--- config.mk ---
export PLATFORM = sky130hd
export DESIGN_NAME = tlrm_top
export DESIGN_NICKNAME = d
export VERILOG_FILES = /design/src/hw/tlrm_pkg.sv /design/src/hw/tlrm_ch_if.sv /design/src/hw/tlrm_chan_mon.sv /design/src/hw/tlrm_top.sv
export SDC_FILE = /design/constraint.sdc
export NUM_CORES = 1
export LEC_CHECK = 0
export BUFFER_PORTS_ARGS = -buffer_cell sky130_fd_sc_hd__buf_2
export CAP_MARGIN = 20
export CORE_MARGIN = 3
export CORE_UTILIZATION = 55
export DETAILED_ROUTE_END_ITERATION = 6
export GPL_TIMING_DRIVEN = 0
export PLACE_DENSITY = 0.76
export SYNTH_ARGS = -nofsm -noshare
export SYNTH_HDL_FRONTEND = slang
export SYNTH_SLANG_ARGS = --single-unit
--- constraint.sdc ---
create_clock -name hclk -period 2.4 [get_ports hclk]
set_input_delay 0.48 -clock hclk [delete_from_list [all_inputs] [get_ports hclk]]
set_output_delay 0.48 -clock hclk [all_outputs]
set_load 0.03 [all_outputs]
--- src/hw/tlrm_pkg.sv ---
// constants, event layout and register map of the track link receiver monitor
package tlrm_pkg;

  // ----------------------------------------
  // clock and time base
  // ----------------------------------------
  localparam int CLK_HZ = 125_000_000;
  localparam int CLK_NS = 8;
  localparam int MS_CYC = CLK_HZ / 1000;

  // ----------------------------------------
  // link bit timing
  // ----------------------------------------
  localparam int BIT_NS = 64;
  localparam int BIT_CYC = BIT_NS / CLK_NS;
  localparam int RATE_WIN = 8;
  localparam int TOL_PCT = 10;
  localparam int RATE_NOM = BIT_CYC * RATE_WIN;
  // fault threshold sits at one and a quarter tolerance bands
  localparam int RATE_LO = RATE_NOM - (RATE_NOM * TOL_PCT * 5) / 400;
  localparam int RATE_HI = RATE_NOM + (RATE_NOM * TOL_PCT * 5) / 400;

  // ----------------------------------------
  // supervision times in ms
  // ----------------------------------------
  localparam int STALL_MS = 500;
  localparam int INACT_MS = 1000;
  localparam int LC_TMO_MS = 600;

  // ----------------------------------------
  // link check and frame format
  // ----------------------------------------
  localparam int LC_MIN_BITS = 24;
  localparam int LC_MAX_BITS = 64;
  localparam int LC_GUARD_BITS = 8;
  localparam logic [7:0] SYNC_WORD = 8'h5A;
  localparam int FRAME_W = 16;
  localparam int FSK_BIT = 15;

  // ----------------------------------------
  // per channel event bits
  // ----------------------------------------
  localparam int NEV = 8;
  localparam int EV_RATE = 0;
  localparam int EV_LOST = 1;
  localparam int EV_LCMISS = 2;
  localparam int EV_LCLONG = 3;
  localparam int EV_STALL = 4;
  localparam int EV_INACT = 5;
  localparam int EV_PASS = 6;
  localparam int EV_FSK = 7;

  // ----------------------------------------
  // register map
  // ----------------------------------------
  localparam logic [7:0] OFF_STATUS = 8'h00;
  localparam logic [7:0] OFF_MASK = 8'h04;
  localparam logic [7:0] OFF_CTRL = 8'h08;
  localparam logic [7:0] OFF_LIVE = 8'h0C;
  localparam logic [7:0] OFF_WORD = 8'h10;
  localparam logic [7:0] OFF_PASS = 8'h14;
  localparam int CTRL_EN_BIT = 0;
  localparam logic [31:0] CTRL_RST = 32'h0000_0001;
  localparam logic [31:0] MASK_RST = 32'h0000_0000;

  // frame decoder states
  typedef enum logic [1:0] {
    DEC_HUNT = 2'b01,
    DEC_BODY = 2'b10
  } tlrm_dec_e;

endpackage : tlrm_pkg

--- src/hw/tlrm_ch_if.sv ---
// per channel report bundle from a channel monitor to the top
`timescale 1ns/100ps
interface tlrm_ch_if;
  import tlrm_pkg::*;
  logic [NEV-1:0] ev;
  logic [FRAME_W-1:0] word;
  logic [1:0] live;
  modport mon (output ev, output word, output live);
  modport top (input ev, input word, input live);
endinterface : tlrm_ch_if

--- src/hw/tlrm_chan_mon.sv ---
// one link channel: sampling, rate check, frame decode and watchdogs
`timescale 1ns/100ps
module tlrm_chan_mon #(
  parameter int STALL_MS = tlrm_pkg::STALL_MS,
  parameter int INACT_MS = tlrm_pkg::INACT_MS,
  parameter int LC_TMO_MS = tlrm_pkg::LC_TMO_MS
) (
  // clock and reset
  input logic hclk,
  input logic hresetn,
  // link pins and time base
  input logic clk_pin,
  input logic data_pin,
  input logic ms_tick,
  // report
  tlrm_ch_if.mon ch
);
  import tlrm_pkg::*;

  typedef struct packed {
    logic [7:0] gap;
    logic gap_ok;
    logic [10:0] sum;
    logic [2:0] ecnt;
    logic [6:0] ones;
    logic [7:0] sh;
    logic [15:0] body;
    logic [3:0] bcnt;
    logic [9:0] stall_ms;
    logic [9:0] inact_ms;
    logic [9:0] lcm_ms;
    logic stall_lv;
    logic inact_lv;
    logic [NEV-1:0] ev;
    logic [FRAME_W-1:0] word;
  } tlrm_mon_s;

  if (STALL_MS < 1 || STALL_MS > 1023 || INACT_MS < 1 || INACT_MS > 1023 || LC_TMO_MS < 1 || LC_TMO_MS > 1023)
  begin : g_bad
    $error("tlrm_chan_mon: watchdog times must be 1..1023 ms");
  end

  logic clk_s1, clk_s2, clk_s3, dat_s1, dat_s2, dat_s3;
  tlrm_mon_s r, n;
  tlrm_dec_e st, st_next;
  logic rise, clk_edge, bit_in;

  // two stage synchronisers plus one history stage
  always_ff @(posedge hclk or negedge hresetn) begin
    if (!hresetn) begin
      {clk_s1, clk_s2, clk_s3} <= 3'h0;
      {dat_s1, dat_s2, dat_s3} <= 3'h0;
    end else begin
      {clk_s1, clk_s2, clk_s3} <= {clk_pin, clk_s1, clk_s2};
      {dat_s1, dat_s2, dat_s3} <= {data_pin, dat_s1, dat_s2};
    end
  end

  // edges are taken from the second and third stages only
  assign rise = clk_s2 & ~clk_s3;
  assign clk_edge = clk_s2 ^ clk_s3;
  assign bit_in = dat_s2;

  // next state of the channel
  always_comb begin
    logic [10:0] sum_now;
    logic [7:0] sh_now;
    logic [15:0] body_now;
    sum_now = r.sum + 11'(r.gap);
    sh_now = {r.sh[6:0], bit_in};
    body_now = {r.body[14:0], bit_in};
    n = r;
    st_next = st;
    n.ev = '0;
    // bit period measured over a window of clock rises
    if (rise) begin
      n.gap = 8'h01;
      n.gap_ok = 1'b1;
      if (r.gap_ok) begin
        n.sum = sum_now;
        n.ecnt = r.ecnt + 3'h1;
        if (r.ecnt == 3'(RATE_WIN - 1)) begin
          n.sum = 11'h000;
          n.ecnt = 3'h0;
          n.ev[EV_RATE] = (sum_now < 11'(RATE_LO)) || (sum_now > 11'(RATE_HI));
        end
      end
    end else if (r.gap == 8'hFF) begin
      n.gap_ok = 1'b0;
      n.sum = 11'h000;
      n.ecnt = 3'h0;
    end else begin
      n.gap = r.gap + 8'h01;
    end
    // bit stream: link check runs and frames
    if (rise) begin
      n.sh = sh_now;
      if (bit_in) begin
        if (r.ones != 7'h7F) n.ones = r.ones + 7'h01;
        n.ev[EV_LCLONG] = (r.ones == 7'(LC_MAX_BITS));
      end else begin
        n.ones = 7'h00;
        if (r.ones >= 7'(LC_MIN_BITS) && r.ones <= 7'(LC_MAX_BITS)) n.lcm_ms = 10'h000;
      end
      unique case (st)
        DEC_HUNT: begin
          if (sh_now == SYNC_WORD) begin
            st_next = DEC_BODY;
            n.bcnt = 4'h0;
          end
        end
        DEC_BODY: begin
          n.body = body_now;
          n.bcnt = r.bcnt + 4'h1;
          if (n.ones >= 7'(LC_GUARD_BITS)) begin
            st_next = DEC_HUNT;
          end else if (r.bcnt == 4'(FRAME_W - 1)) begin
            st_next = DEC_HUNT;
            n.word = body_now;
            n.ev[EV_PASS] = 1'b1;
            n.ev[EV_LOST] = ^body_now;
            n.ev[EV_FSK] = body_now[FSK_BIT];
          end
        end
        default: st_next = DEC_HUNT;
      endcase
    end
    // clock stall watchdog
    if (clk_edge) begin
      n.stall_ms = 10'h000;
      n.stall_lv = 1'b0;
    end else if (ms_tick && !r.stall_lv) begin
      n.stall_ms = r.stall_ms + 10'h001;
      if (r.stall_ms == 10'(STALL_MS - 1)) begin
        n.stall_lv = 1'b1;
        n.ev[EV_STALL] = 1'b1;
      end
    end
    // inactivity watchdog on both lines
    if (clk_edge || (dat_s2 ^ dat_s3)) begin
      n.inact_ms = 10'h000;
      n.inact_lv = 1'b0;
    end else if (ms_tick && !r.inact_lv) begin
      n.inact_ms = r.inact_ms + 10'h001;
      if (r.inact_ms == 10'(INACT_MS - 1)) begin
        n.inact_lv = 1'b1;
        n.ev[EV_INACT] = 1'b1;
      end
    end
    // missing link check watchdog, repeats each timeout
    if (ms_tick && n.lcm_ms == r.lcm_ms) begin
      n.lcm_ms = r.lcm_ms + 10'h001;
      if (r.lcm_ms == 10'(LC_TMO_MS - 1)) begin
        n.lcm_ms = 10'h000;
        n.ev[EV_LCMISS] = 1'b1;
      end
    end
  end

  // register the channel state
  always_ff @(posedge hclk or negedge hresetn) begin
    if (!hresetn) begin
      r <= '0;
      st <= DEC_HUNT;
    end else begin
      r <= n;
      st <= st_next;
    end
  end

  assign ch.ev = r.ev;
  assign ch.word = r.word;
  assign ch.live = {r.inact_lv, r.stall_lv};

  a_rate_window: assert property (@(posedge hclk) disable iff (!hresetn)
    r.ev[EV_RATE] |-> $past(rise) && $past(r.ecnt) == 3'h7)
    else $error("rate fault outside a window end");
  a_long_run: assert property (@(posedge hclk) disable iff (!hresetn)
    (rise && bit_in && r.ones == 7'h40) |=> r.ev[EV_LCLONG])
    else $error("over-long link check not flagged");
  a_stall_once: assert property (@(posedge hclk) disable iff (!hresetn)
    r.ev[EV_STALL] |-> r.stall_lv ##1 !r.ev[EV_STALL])
    else $error("stall event not single");
  a_edge_clears: assert property (@(posedge hclk) disable iff (!hresetn)
    clk_edge |=> !r.stall_lv && r.stall_ms == 10'h000)
    else $error("clock edge did not clear stall");

endmodule : tlrm_chan_mon

--- src/hw/tlrm_top.sv ---
// top of the track link receiver monitor with its ahb-lite registers
//
// Local design decisions: the register addresses and the AHB-Lite register port.
`timescale 1ns/100ps

// Overview of operation
// - Decode frames unchanged at nominal, lowest and highest link bit rate.
// - Flag a rate fault when bit rate is well beyond tolerance.
// - Only clock rises matter, so any permitted pulse length works.
// - Each channel samples on its own clock, so skew is harmless.
// - Every passage is reported; bad parity raises lost telegram.
// - Type indication bit is reported without any fault.
// - Missing link checks within the timeout raise a fault.
// - A link check run beyond its maximum length raises a fault.
// - A link check inside a passage aborts the frame silently.
// - Clock constant beyond the stall time reports control unavailable.
// - No edges on clock or data reports the link inactive.
// - All checks run per channel with their own status bits.
// - Channels are redundant copies; any good one updates the word.
module tlrm_top #(
  parameter int NCH = 2,
  parameter int MS_CYC = tlrm_pkg::MS_CYC,
  parameter int STALL_MS = tlrm_pkg::STALL_MS,
  parameter int INACT_MS = tlrm_pkg::INACT_MS,
  parameter int LC_TMO_MS = tlrm_pkg::LC_TMO_MS
) (
  // clock and reset
  input logic hclk,
  input logic hresetn,
  // ahb-lite slave
  input logic hsel,
  input logic [31:0] haddr,
  input logic [1:0] htrans,
  input logic hwrite,
  input logic [2:0] hsize,
  input logic [31:0] hwdata,
  input logic hready,
  output logic hreadyout,
  output logic [31:0] hrdata,
  output logic hresp,
  // link pins, one pair per channel
  input logic [NCH-1:0] link_clk,
  input logic [NCH-1:0] link_data,
  // host reporting
  output logic irq,
  output logic [NCH-1:0] unavail
);
  import tlrm_pkg::*;

  // ----------------------------------------
  // elaboration checks
  // ----------------------------------------
  localparam int MSW = $clog2(MS_CYC);

  if (NCH < 1 || NCH > 4) begin : g_bad_nch
    $error("tlrm_top: NCH must be 1..4");
  end
  if (MS_CYC < 2) begin : g_bad_ms
    $error("tlrm_top: MS_CYC must be at least 2");
  end

  // ----------------------------------------
  // millisecond time base
  // ----------------------------------------
  logic [MSW-1:0] ms_cnt_reg, ms_cnt_next;
  logic ms_tick_reg, ms_tick_next;

  // free running prescaler for the watchdogs
  always_comb begin
    ms_tick_next = 1'b0;
    ms_cnt_next = ms_cnt_reg + 1'b1;
    if (ms_cnt_reg == MSW'(MS_CYC - 1)) begin
      ms_cnt_next = '0;
      ms_tick_next = 1'b1;
    end
  end

  always_ff @(posedge hclk or negedge hresetn) begin
    if (!hresetn) begin
      ms_cnt_reg <= '0;
      ms_tick_reg <= 1'b0;
    end else begin
      ms_cnt_reg <= ms_cnt_next;
      ms_tick_reg <= ms_tick_next;
    end
  end

  // ----------------------------------------
  // channel monitors
  // ----------------------------------------
  logic [31:0] ev_flat;
  logic [NCH-1:0] good_pass;
  logic [NCH-1:0] any_pass;
  logic [NCH*FRAME_W-1:0] words;
  logic [NCH-1:0] stall_lv;
  logic [NCH-1:0] inact_lv;

  for (genvar i = 0; i < NCH; i++) begin : g_ch
    tlrm_ch_if u_if ();

    // each channel is checked on its own, skew between them is free
    tlrm_chan_mon #(
      .STALL_MS(STALL_MS),
      .INACT_MS(INACT_MS),
      .LC_TMO_MS(LC_TMO_MS)
    ) u_mon (
      .hclk(hclk),
      .hresetn(hresetn),
      .clk_pin(link_clk[i]),
      .data_pin(link_data[i]),
      .ms_tick(ms_tick_reg),
      .ch(u_if.mon)
    );

    // gather reports, one event byte per channel
    assign ev_flat[i*NEV +: NEV] = u_if.ev;
    assign good_pass[i] = u_if.ev[EV_PASS] & ~u_if.ev[EV_LOST];
    assign any_pass[i] = u_if.ev[EV_PASS];
    assign words[i*FRAME_W +: FRAME_W] = u_if.word;
    assign stall_lv[i] = u_if.live[0];
    assign inact_lv[i] = u_if.live[1];
  end

  if (NCH < 4) begin : g_pad
    assign ev_flat[31:NCH*NEV] = '0;
  end

  // ----------------------------------------
  // register file and bus slave
  // ----------------------------------------
  logic [31:0] status_reg, status_next;
  logic [31:0] mask_reg, mask_next;
  logic [31:0] ctrl_reg, ctrl_next;
  logic [FRAME_W-1:0] word_reg, word_next;
  logic [31:0] pass_reg, pass_next;
  logic [31:0] rdata_reg, rdata_next;
  logic [7:0] waddr_reg, waddr_next;
  logic wpend_reg, wpend_next;
  logic irq_reg, irq_next;
  logic [NCH-1:0] unav_reg, unav_next;
  logic [31:0] ev_set;
  logic [31:0] w1c;
  logic [31:0] live_word;
  logic take;

  assign take = hsel && htrans[1] && hready;
  assign ev_set = ctrl_reg[CTRL_EN_BIT] ? ev_flat : 32'h0000_0000;

  // live levels: stall in low half, inactive in high half
  always_comb begin
    live_word = 32'h0000_0000;
    live_word[NCH-1:0] = stall_lv;
    live_word[16 +: NCH] = inact_lv;
  end

  // next values of the registers and the bus answer
  always_comb begin
    status_next = status_reg;
    mask_next = mask_reg;
    ctrl_next = ctrl_reg;
    word_next = word_reg;
    pass_next = pass_reg;
    rdata_next = rdata_reg;
    waddr_next = waddr_reg;
    wpend_next = 1'b0;
    w1c = 32'h0000_0000;
    // data phase of a write
    if (wpend_reg) begin
      unique case (waddr_reg)
        OFF_STATUS: w1c = hwdata;
        OFF_MASK: mask_next = hwdata;
        OFF_CTRL: ctrl_next = hwdata & CTRL_RST;
        default: ;
      endcase
    end
    // sticky events, a new event wins over the clear
    status_next = (status_reg & ~w1c) | ev_set;
    // every good copy of any channel updates the word, the lowest channel wins in one cycle
    for (int k = NCH - 1; k >= 0; k--) begin
      if (good_pass[k] && ctrl_reg[CTRL_EN_BIT]) word_next = words[k*FRAME_W +: FRAME_W];
    end
    if (|any_pass && ctrl_reg[CTRL_EN_BIT]) pass_next = pass_reg + 32'h0000_0001;
    // address phase
    if (take) begin
      waddr_next = haddr[7:0];
      wpend_next = hwrite;
      if (!hwrite) begin
        unique case (haddr[7:0])
          OFF_STATUS: rdata_next = status_reg;
          OFF_MASK: rdata_next = mask_reg;
          OFF_CTRL: rdata_next = ctrl_reg;
          OFF_LIVE: rdata_next = live_word;
          OFF_WORD: rdata_next = {16'h0000, word_reg};
          OFF_PASS: rdata_next = pass_reg;
          default: rdata_next = 32'h0000_0000;
        endcase
      end
    end
    irq_next = |(status_next & mask_next);
    unav_next = stall_lv | inact_lv;
  end

  always_ff @(posedge hclk or negedge hresetn) begin
    if (!hresetn) begin
      status_reg <= 32'h0000_0000;
      mask_reg <= MASK_RST;
      ctrl_reg <= CTRL_RST;
      word_reg <= '0;
      pass_reg <= 32'h0000_0000;
      rdata_reg <= 32'h0000_0000;
      waddr_reg <= 8'h00;
      wpend_reg <= 1'b0;
      irq_reg <= 1'b0;
      unav_reg <= '0;
    end else begin
      status_reg <= status_next;
      mask_reg <= mask_next;
      ctrl_reg <= ctrl_next;
      word_reg <= word_next;
      pass_reg <= pass_next;
      rdata_reg <= rdata_next;
      waddr_reg <= waddr_next;
      wpend_reg <= wpend_next;
      irq_reg <= irq_next;
      unav_reg <= unav_next;
    end
  end

  // zero wait state slave, always okay
  assign hreadyout = 1'b1;
  assign hresp = 1'b0;
  assign hrdata = rdata_reg;
  assign irq = irq_reg;
  assign unavail = unav_reg;

  // ----------------------------------------
  // checks
  // ----------------------------------------
  a_status_set: assert property (@(posedge hclk) disable iff (!hresetn)
    (|ev_set) |=> ((status_reg & $past(ev_set)) == $past(ev_set)))
    else $error("event did not latch in status");
  a_irq_level: assert property (@(posedge hclk) disable iff (!hresetn)
    irq == |(status_reg & mask_reg))
    else $error("interrupt level mismatch");
  a_gate_off: assert property (@(posedge hclk) disable iff (!hresetn)
    (!ctrl_reg[CTRL_EN_BIT] && !wpend_reg) |=> status_reg == $past(status_reg))
    else $error("status changed while disabled");
  a_unmapped_zero: assert property (@(posedge hclk) disable iff (!hresetn)
    (take && !hwrite && haddr[7:0] > OFF_PASS) |=> hrdata == 32'h0000_0000)
    else $error("unmapped read not zero");
  a_unavail_stall: assert property (@(posedge hclk) disable iff (!hresetn)
    $rose(stall_lv[0]) |=> unavail[0])
    else $error("stall not reported as unavailable");
  a_tick_period: assert property (@(posedge hclk) disable iff (!hresetn)
    ms_tick_reg |=> !ms_tick_reg)
    else $error("time base tick too long");

endmodule : tlrm_top

; ---- After elaboration in Yosys (flattened, before gate mapping)
; Cells that the tools add are included.
[op_classes]
addsub = 18
order_cmp = 10
n_eq_ne = 40
n_mux = 111
bitwise = 20
reduce_logical = 56
[ops]
columns = operator, n
row1 = 32-bit one-hot mux with 6 select lines, 1
row2 = 10-bit 2-to-1 mux, 18
row3 = 32-bit 2-to-1 mux, 4
row4 = 32-bit bitwise AND, 2
row5 = 10-bit by 1-bit adder with 10-bit output (second input constant), 6
row6 = 14-bit 2-to-1 mux, 4
row7 = 1-bit 2-to-1 mux, 48
row8 = 16-bit 2-to-1 mux, 3
row9 = 23-bit 2-to-1 mux, 2
row10 = 7-bit 2-to-1 mux, 6
row11 = 10-bit == test (second input constant), 4
row12 = 32-bit by 1-bit adder with 32-bit output (second input constant), 1
row13 = 32-bit NOT, 1
row14 = 32-bit by 16-bit OR with 32-bit output, 1
row15 = 32-bit OR reduction, 1
row16 = 16-bit parity, 2
row17 = 15-bit 2-to-1 mux, 2
row18 = 2-bit 2-to-1 mux, 14
row19 = 2-bit nonzero test, 13
row20 = 8-bit by 4-bit == test with 1-bit output (second input constant), 3
row21 = 11-bit by 8-bit adder with 11-bit output, 2
row22 = 11-bit by 7-bit > comparator with 1-bit output (second input constant), 2
row23 = 11-bit by 6-bit < comparator with 1-bit output (second input constant), 2
row24 = 10-bit == test, 2
row25 = other kinds (39), 111
[totals]
ff_bits = 415
word_cells = 311

; ---- Logic depth before layout (Yosys ltp)
[logic_depth]
depth_word = 8
mapped_depth = 10
depth_no_buf = 9

; ---- By module
; Synthesis repeated with hierarchy kept, for this count alone.
[hier_totals]
cells_unflattened = 1899
hier_area_um2 = 20362.0
[by_module_without_submodules]
columns = mod, n_inst, cells_per_inst, area_each_um2, seq_area_each_um2
row1 = tlrm_chan_mon, 2, 541, 5914.4, 3004.1
row2 = tlrm_top, 1, 817, 8533.2, 4380.5

; ---- Least setup slack after synthesis
; Ideal clock, no wire load.
[synth_timing]
path_kind = register to register
startpoint = register waddr_reg[4]
endpoint = register irq_reg (netlist: irq)
setup_time_ns = 0.139
arrival_ns = 2.471
required_ns = 2.261
setup_slack_ns = -0.209
path_stages_with_launch = 9
path_cell_list = dfrtp_1 -> or4b_4 -> nor2_4 -> buf_6 -> a31oi_1 -> o221ai_1 -> o221ai_1 -> a2111o_1 -> or4_1
[synth_between]
elab_chain_cells = 8
elab_cells_between_ends = 11
classes_between = eq/ne (1) / mux (4) / bitwise (4) / reduce/logical (2)
[synth_lines]
columns = element, line
row1 = start: declaration, tlrm_top.sv:137  ; logic [7:0] waddr_reg, waddr_next;
row2 = start signal: assignment, tlrm_top.sv:222  ; waddr_reg <= waddr_next;
row3 = 8-bit logical NOT, tlrm_top.sv:169  ; unique case (waddr_reg)
row4 = 32-bit 2-to-1 mux, tlrm_top.sv:169
row5 = 32-bit 2-to-1 mux, tlrm_top.sv:168  ; if (wpend_reg) begin
row6 = 32-bit NOT, tlrm_top.sv:177  ; status_next = (status_reg & ~w1c) | ev_set;
row7 = 32-bit bitwise AND, tlrm_top.sv:177
row8 = 32-bit by 16-bit OR with 32-bit output, tlrm_top.sv:177
row9 = 32-bit bitwise AND (*), tlrm_top.sv:199  ; irq_next = |(status_next & mask_next);
row10 = 32-bit OR reduction (*), tlrm_top.sv:199
row11 = via irq_next, tlrm_top.sv:139  ; logic irq_reg, irq_next;
row12 = end signal: assignment, tlrm_top.sv:224  ; irq_reg <= irq_next;
row13 = end: declaration, tlrm_top.sv:139
; Mark *: on every way through the listed nets, which the timed path passes. The rest lies on a longest branch.
; A chain may end at the register's enable or synchronous reset.

; ---- Final worst setup path
; Same ends and word-level chain as after synthesis.

==> impl_summary.log <==
[metrics] critical path cell sequence: nor4b_4 > buf_4 > nand2_4 > clkbuf_8 > buf_6 > a22o_1 > a22oi_1 > nand4_1 > a2111o_1 > or4_4
[metrics] clock latency of the later-clocked register in the worst-skew pair: around 0.56 ns
[metrics] asr flop ratio synth: 100%
[metrics] category of the most critical setup path: reg -> reg
[metrics] layout cells sized above 1: 17.5%
[metrics] post-synthesis net count: between 2k and 2.5k
[metrics] required time worst endpoint: ~2.8 ns
[metrics] worst min-delay path category: in -> reg
[metrics] TNS Setup: -0.628 ns
[metrics] hold violation count in the final report: 0
[metrics] Area growth, synth to finish: 16.1%
[metrics] final setup margin: -0.510 ns
[metrics] cells taking the most area after synthesis: sky130_fd_sc_hd__dfrtp_1, sky130_fd_sc_hd__nand2_1, sky130_fd_sc_hd__mux2_2, sky130_fd_sc_hd__xnor2_1, sky130_fd_sc_hd__o21ai_0
[metrics] die outline height: approximately 190 um
[metrics] final RePlAce weighted congestion: between 0.9 and 1
[metrics] floorplan die width: just under 200 um
[metrics] cell area after technology mapping: slightly below 20,000 um2
[metrics] wire length of the first global-routing pass: about 79 mm
[metrics] adder-cell share of the synthesized area: about 2.6%
[metrics] xor/xnor cell area share of the yosys netlist: between 5 and 6%
[metrics] remaining antenna violation count after routing: 0
[metrics] power density cells: about 750 nW/um2
[metrics] area share of the largest cell type after synthesis: 52.6%
[metrics] Total GRT Usage: 25.1%
[metrics] run status: complete, but fails checks
[metrics] register containing the most flip-flops in the final layout: g_ch.u_mon.r
[metrics] vias after detailed routing: 15.1k
[metrics] violated checks: design-rule violations, negative setup slack
[metrics] largest stage delay on the critical path: roughly 0.54 ns
[metrics] effective utilization at floorplan: between 50 and 60%
[metrics] Yosys warning count: 0
[metrics] Leak Pwr: approximately 11 nW
[metrics] GR Util met2: 41.3%
[metrics] cells on worst reg2reg path: 10
[metrics] via count of the first global-routing pass: 15.2k
[metrics] endpoint kind of the worst setup timing path: register
[metrics] placed wire-length estimate after detailed placement: around 34 mm
[metrics] Max Clock Freq: 344 MHz
[metrics] area of the die: 38,000 um2
[metrics] TritonRoute pass-1 iters: 7
[metrics] dominant combinational cell family by area after synthesis: simple AND/OR/NAND/NOR gates
[metrics] Remaining Overflow, GRT: 0
[metrics] VDD IR-drop max: roughly 0.73 mV
[metrics] worst-path maximum fanout: 6
[metrics] met3 global-route usage: approximately 4%
[metrics] number of logic stages on the critical path including buffering: 10
[metrics] MaxCap Viol Count: 0
[metrics] proportion of synthesized chip area in sequential cells: between 50 and 60%
[metrics] max FFs per register: around 170
[metrics] total clock sinks: roughly 420
[metrics] per-cell routed wire length: approximately 19 um
[metrics] Data arrival, critical path: 3.33 ns
[metrics] clock tree root driver cell: sky130_fd_sc_hd__clkbuf_16
[metrics] number of I/O pins: ~120
[metrics] DRC: 18
[metrics] post-route clock period utilization: 121%
[metrics] clock transition at the registers of the reported paths: about 0.060 ns
[metrics] most frequently used cell type in the post-synthesis netlist: sky130_fd_sc_hd__dfrtp_1
[metrics] Worst R2R Setup Slack: -0.51 ns
[metrics] number of rows in the core area: 68
[metrics] CTS tree: done
[metrics] Bufs on Longest Clock Path: 3
[metrics] area of placed instances: slightly above 20,000 um2
[metrics] pin count of the biggest net entering global routing: 127
[metrics] cell taking the most area after synthesis: sky130_fd_sc_hd__dfrtp_1
[metrics] number of standard cells after synthesis: about 1.9k
[metrics] final net count: about 2.2k
[metrics] drt via density: approximately 6
[metrics] initial antenna violation count: 1
[metrics] CP Launch Type: register
[metrics] Core Footprint: between 30,000 and 40,000 um2
[metrics] simple-gate portion of the synthesized area: roughly 16%
[metrics] Final Slew Violations: 0
[metrics] count of input and output buffers: between 80 and 90
[metrics] clock skew after layout: around 0.033 ns
[metrics] total of flip-flops plus latches after synthesis: about 420
[metrics] worst setup path endpoint: irq
[metrics] # setup viols final: 2
[metrics] Compound-Gate Fraction of Synth Area: approximately 13%
[metrics] unrepaired setup endpoints after global routing: true
[metrics] Main synth FF type: sky130_fd_sc_hd__dfrtp_1
[metrics] number of enable-type register cells in the synthesized netlist: 0
[metrics] mean cell area of the mapped netlist: between 10 and 15 um2
[metrics] Bufs and invs on worst path: 3
[metrics] pin slew with the least headroom to its limit: approximately 0.9 ns
[metrics] worst setup path start: waddr_reg[4]
[metrics] clock buffers created by TritonCTS: 44
[metrics] worst r2r dst: irq
[metrics] most numerous cell types in the synthesized netlist: sky130_fd_sc_hd__dfrtp_1, sky130_fd_sc_hd__nand2_1, sky130_fd_sc_hd__o21ai_0, sky130_fd_sc_hd__nor2_1, sky130_fd_sc_hd__xnor2_1
[metrics] count of different cell masters after synthesis: ~70
[metrics] cell class contributing the biggest share of worst-path delay: simple AND/OR/NAND/NOR gates
[metrics] post-synthesis mux area share: ~6.4%
[metrics] launch instance of the worst register-to-register path: waddr_reg[4]
[metrics] final routed wirelength across all metal layers: a little under 50 mm
[metrics] standard cell with the maximum stage delay on the critical path: sky130_fd_sc_hd__or4_4
[metrics] post-route core utilization: between 60% and 70%
[metrics] final critical delay including setup and external delays: 2.91 ns
[metrics] area of all placed cells without fillers: approximately 23,000 um2
[metrics] number of levels in the clock H-tree: 2
[metrics] global-route layer with the greatest usage: met2
[metrics] number of filler cells placed in the layout: ~2.6k
[metrics] grt met1 use: between 30% and 40%
[metrics] Starting DRT DRC Count: ~1.3k
[metrics] normalized max-slew margin: between 30% and 40%
layer usage:
metal  up-vias  wire (um)
li1       7031          -
met2       482      23200
met1      7476      20500
met4         0       2070
met5         -          0
met3       125       2660
per-stage QoR:
stage                     hold slack (ns)  setup slack (ns)  power (mW)  std cells
after floorplan                     0.184            -0.175        9.18       1886
after global placement              0.336             -7.97        9.72       2424
after detailed placement            0.340             -1.12        9.85       2428
after CTS                          0.0142            -0.436        17.2       2522
after global routing               0.0175            -0.548        17.9       2526
final                              0.0364            -0.510        17.2       2527
cell type report:
cell class                      count  area, um2  area share, %
Timing Repair Buffer              114        742           3.26
Tap cell                          455        569           2.50
Buffer                             69        314           1.38
Clock inverter                     24        363           1.59
Antenna cell                        1       2.50         0.0110
Inverter                           26       97.6          0.429
Clock buffer                       56       1180           5.17
Multi-Input combinational cell   1367       9110           40.0
Sequential cell                   415      10400           45.6
power by group:
| part | switching, mW | leakage, nW | total [mW] | internal [mW] |
|---|---|---|---|---|
| Combinational | 1.17 | 4.38 | 2.13 | 0.960 |
| Sequential | 0.382 | 5.47 | 7.78 | 7.40 |
| Clock | 2.81 | 0.760 | 7.26 | 4.45 |
| Total | 4.36 | 10.6 | 17.2 | 12.8 |
logic make-up (layout without fill, tap and decap cells):
| family | after synthesis | after routing |
|---|---|---|
| flip-flops | 415 | 415 |
| AND/OR/NAND/NOR | 678 | 680 |
| AO/OA/AOI/OAI | 398 | 398 |
| other | 2 | 3 |
| adder cells (fa/ha/maj) | 40 | 40 |
| multiplexers | 115 | 115 |
| XOR/XNOR | 132 | 132 |
| buffers and inverters | 106 | 289 |
worst min-delay path by stage:
| stage | from | to | cells past startpoint | slack, ns |
|---|---|---|---|---|
| global placement | g_ch[1].u_mon.clk_s1 | g_ch[1].u_mon.clk_s2 | 0 | 0.34 |
| floorplan | hresetn | g_ch[0].u_mon.bit_in | 0 | 0.18 |
| finish | link_clk[0] | g_ch[0].u_mon.clk_s1 | 1 | 0.04 |
| global route | link_clk[0] | g_ch[0].u_mon.clk_s1 | 1 | 0.02 |
| CTS | link_clk[0] | g_ch[0].u_mon.clk_s1 | 1 | 0.01 |
| detailed placement | g_ch[0].u_mon.dat_s1 | g_ch[0].u_mon.bit_in | 0 | 0.34 |
repair_timing:
action | in CTS | in global routing
endpoints found under the setup margin | 143 | 105
gates cloned | 0 | 2
buffers inserted | 19 | 6
hold buffers | 1 | 0
hold endpoints to repair | 53 | 0
pin swaps | 18 | 7
gates resized for setup | 55 | 37
worst register-to-register path: cells and delay by family, from the launching register on:
family                 cells  cell delay, ns
AND/OR/NAND/NOR            4            1.07
AO/OA/AOI/OAI              3            0.78
buffers and inverters      3            0.49
flip-flops                 1            0.42
layout by cell type (no fill, tap or decap), drive strengths merged, types with 8 or more instances in the layout:
cell type  instances
bufinv             9
nand2            288
mux2              89
o21ai            139
or3               10
nor2b             18
nand4             29
nand3b             8
a22oi              9
a21oi             59
nor4              14
nand2b            17
xor2              39
xnor2             93
nor3              20
o31ai              9
a21boi            21
buf              124
dfrtp            412
a21o              26
nand3             71
and2              20
a22o              35
a31oi             14
mux2i             26
inv               27
o221ai             8
and3              39
clkinv            13
ha                38
nor2             117
or2               10
a222oi            31
clkbuf           114
Power figures use the tool's default switching activity.
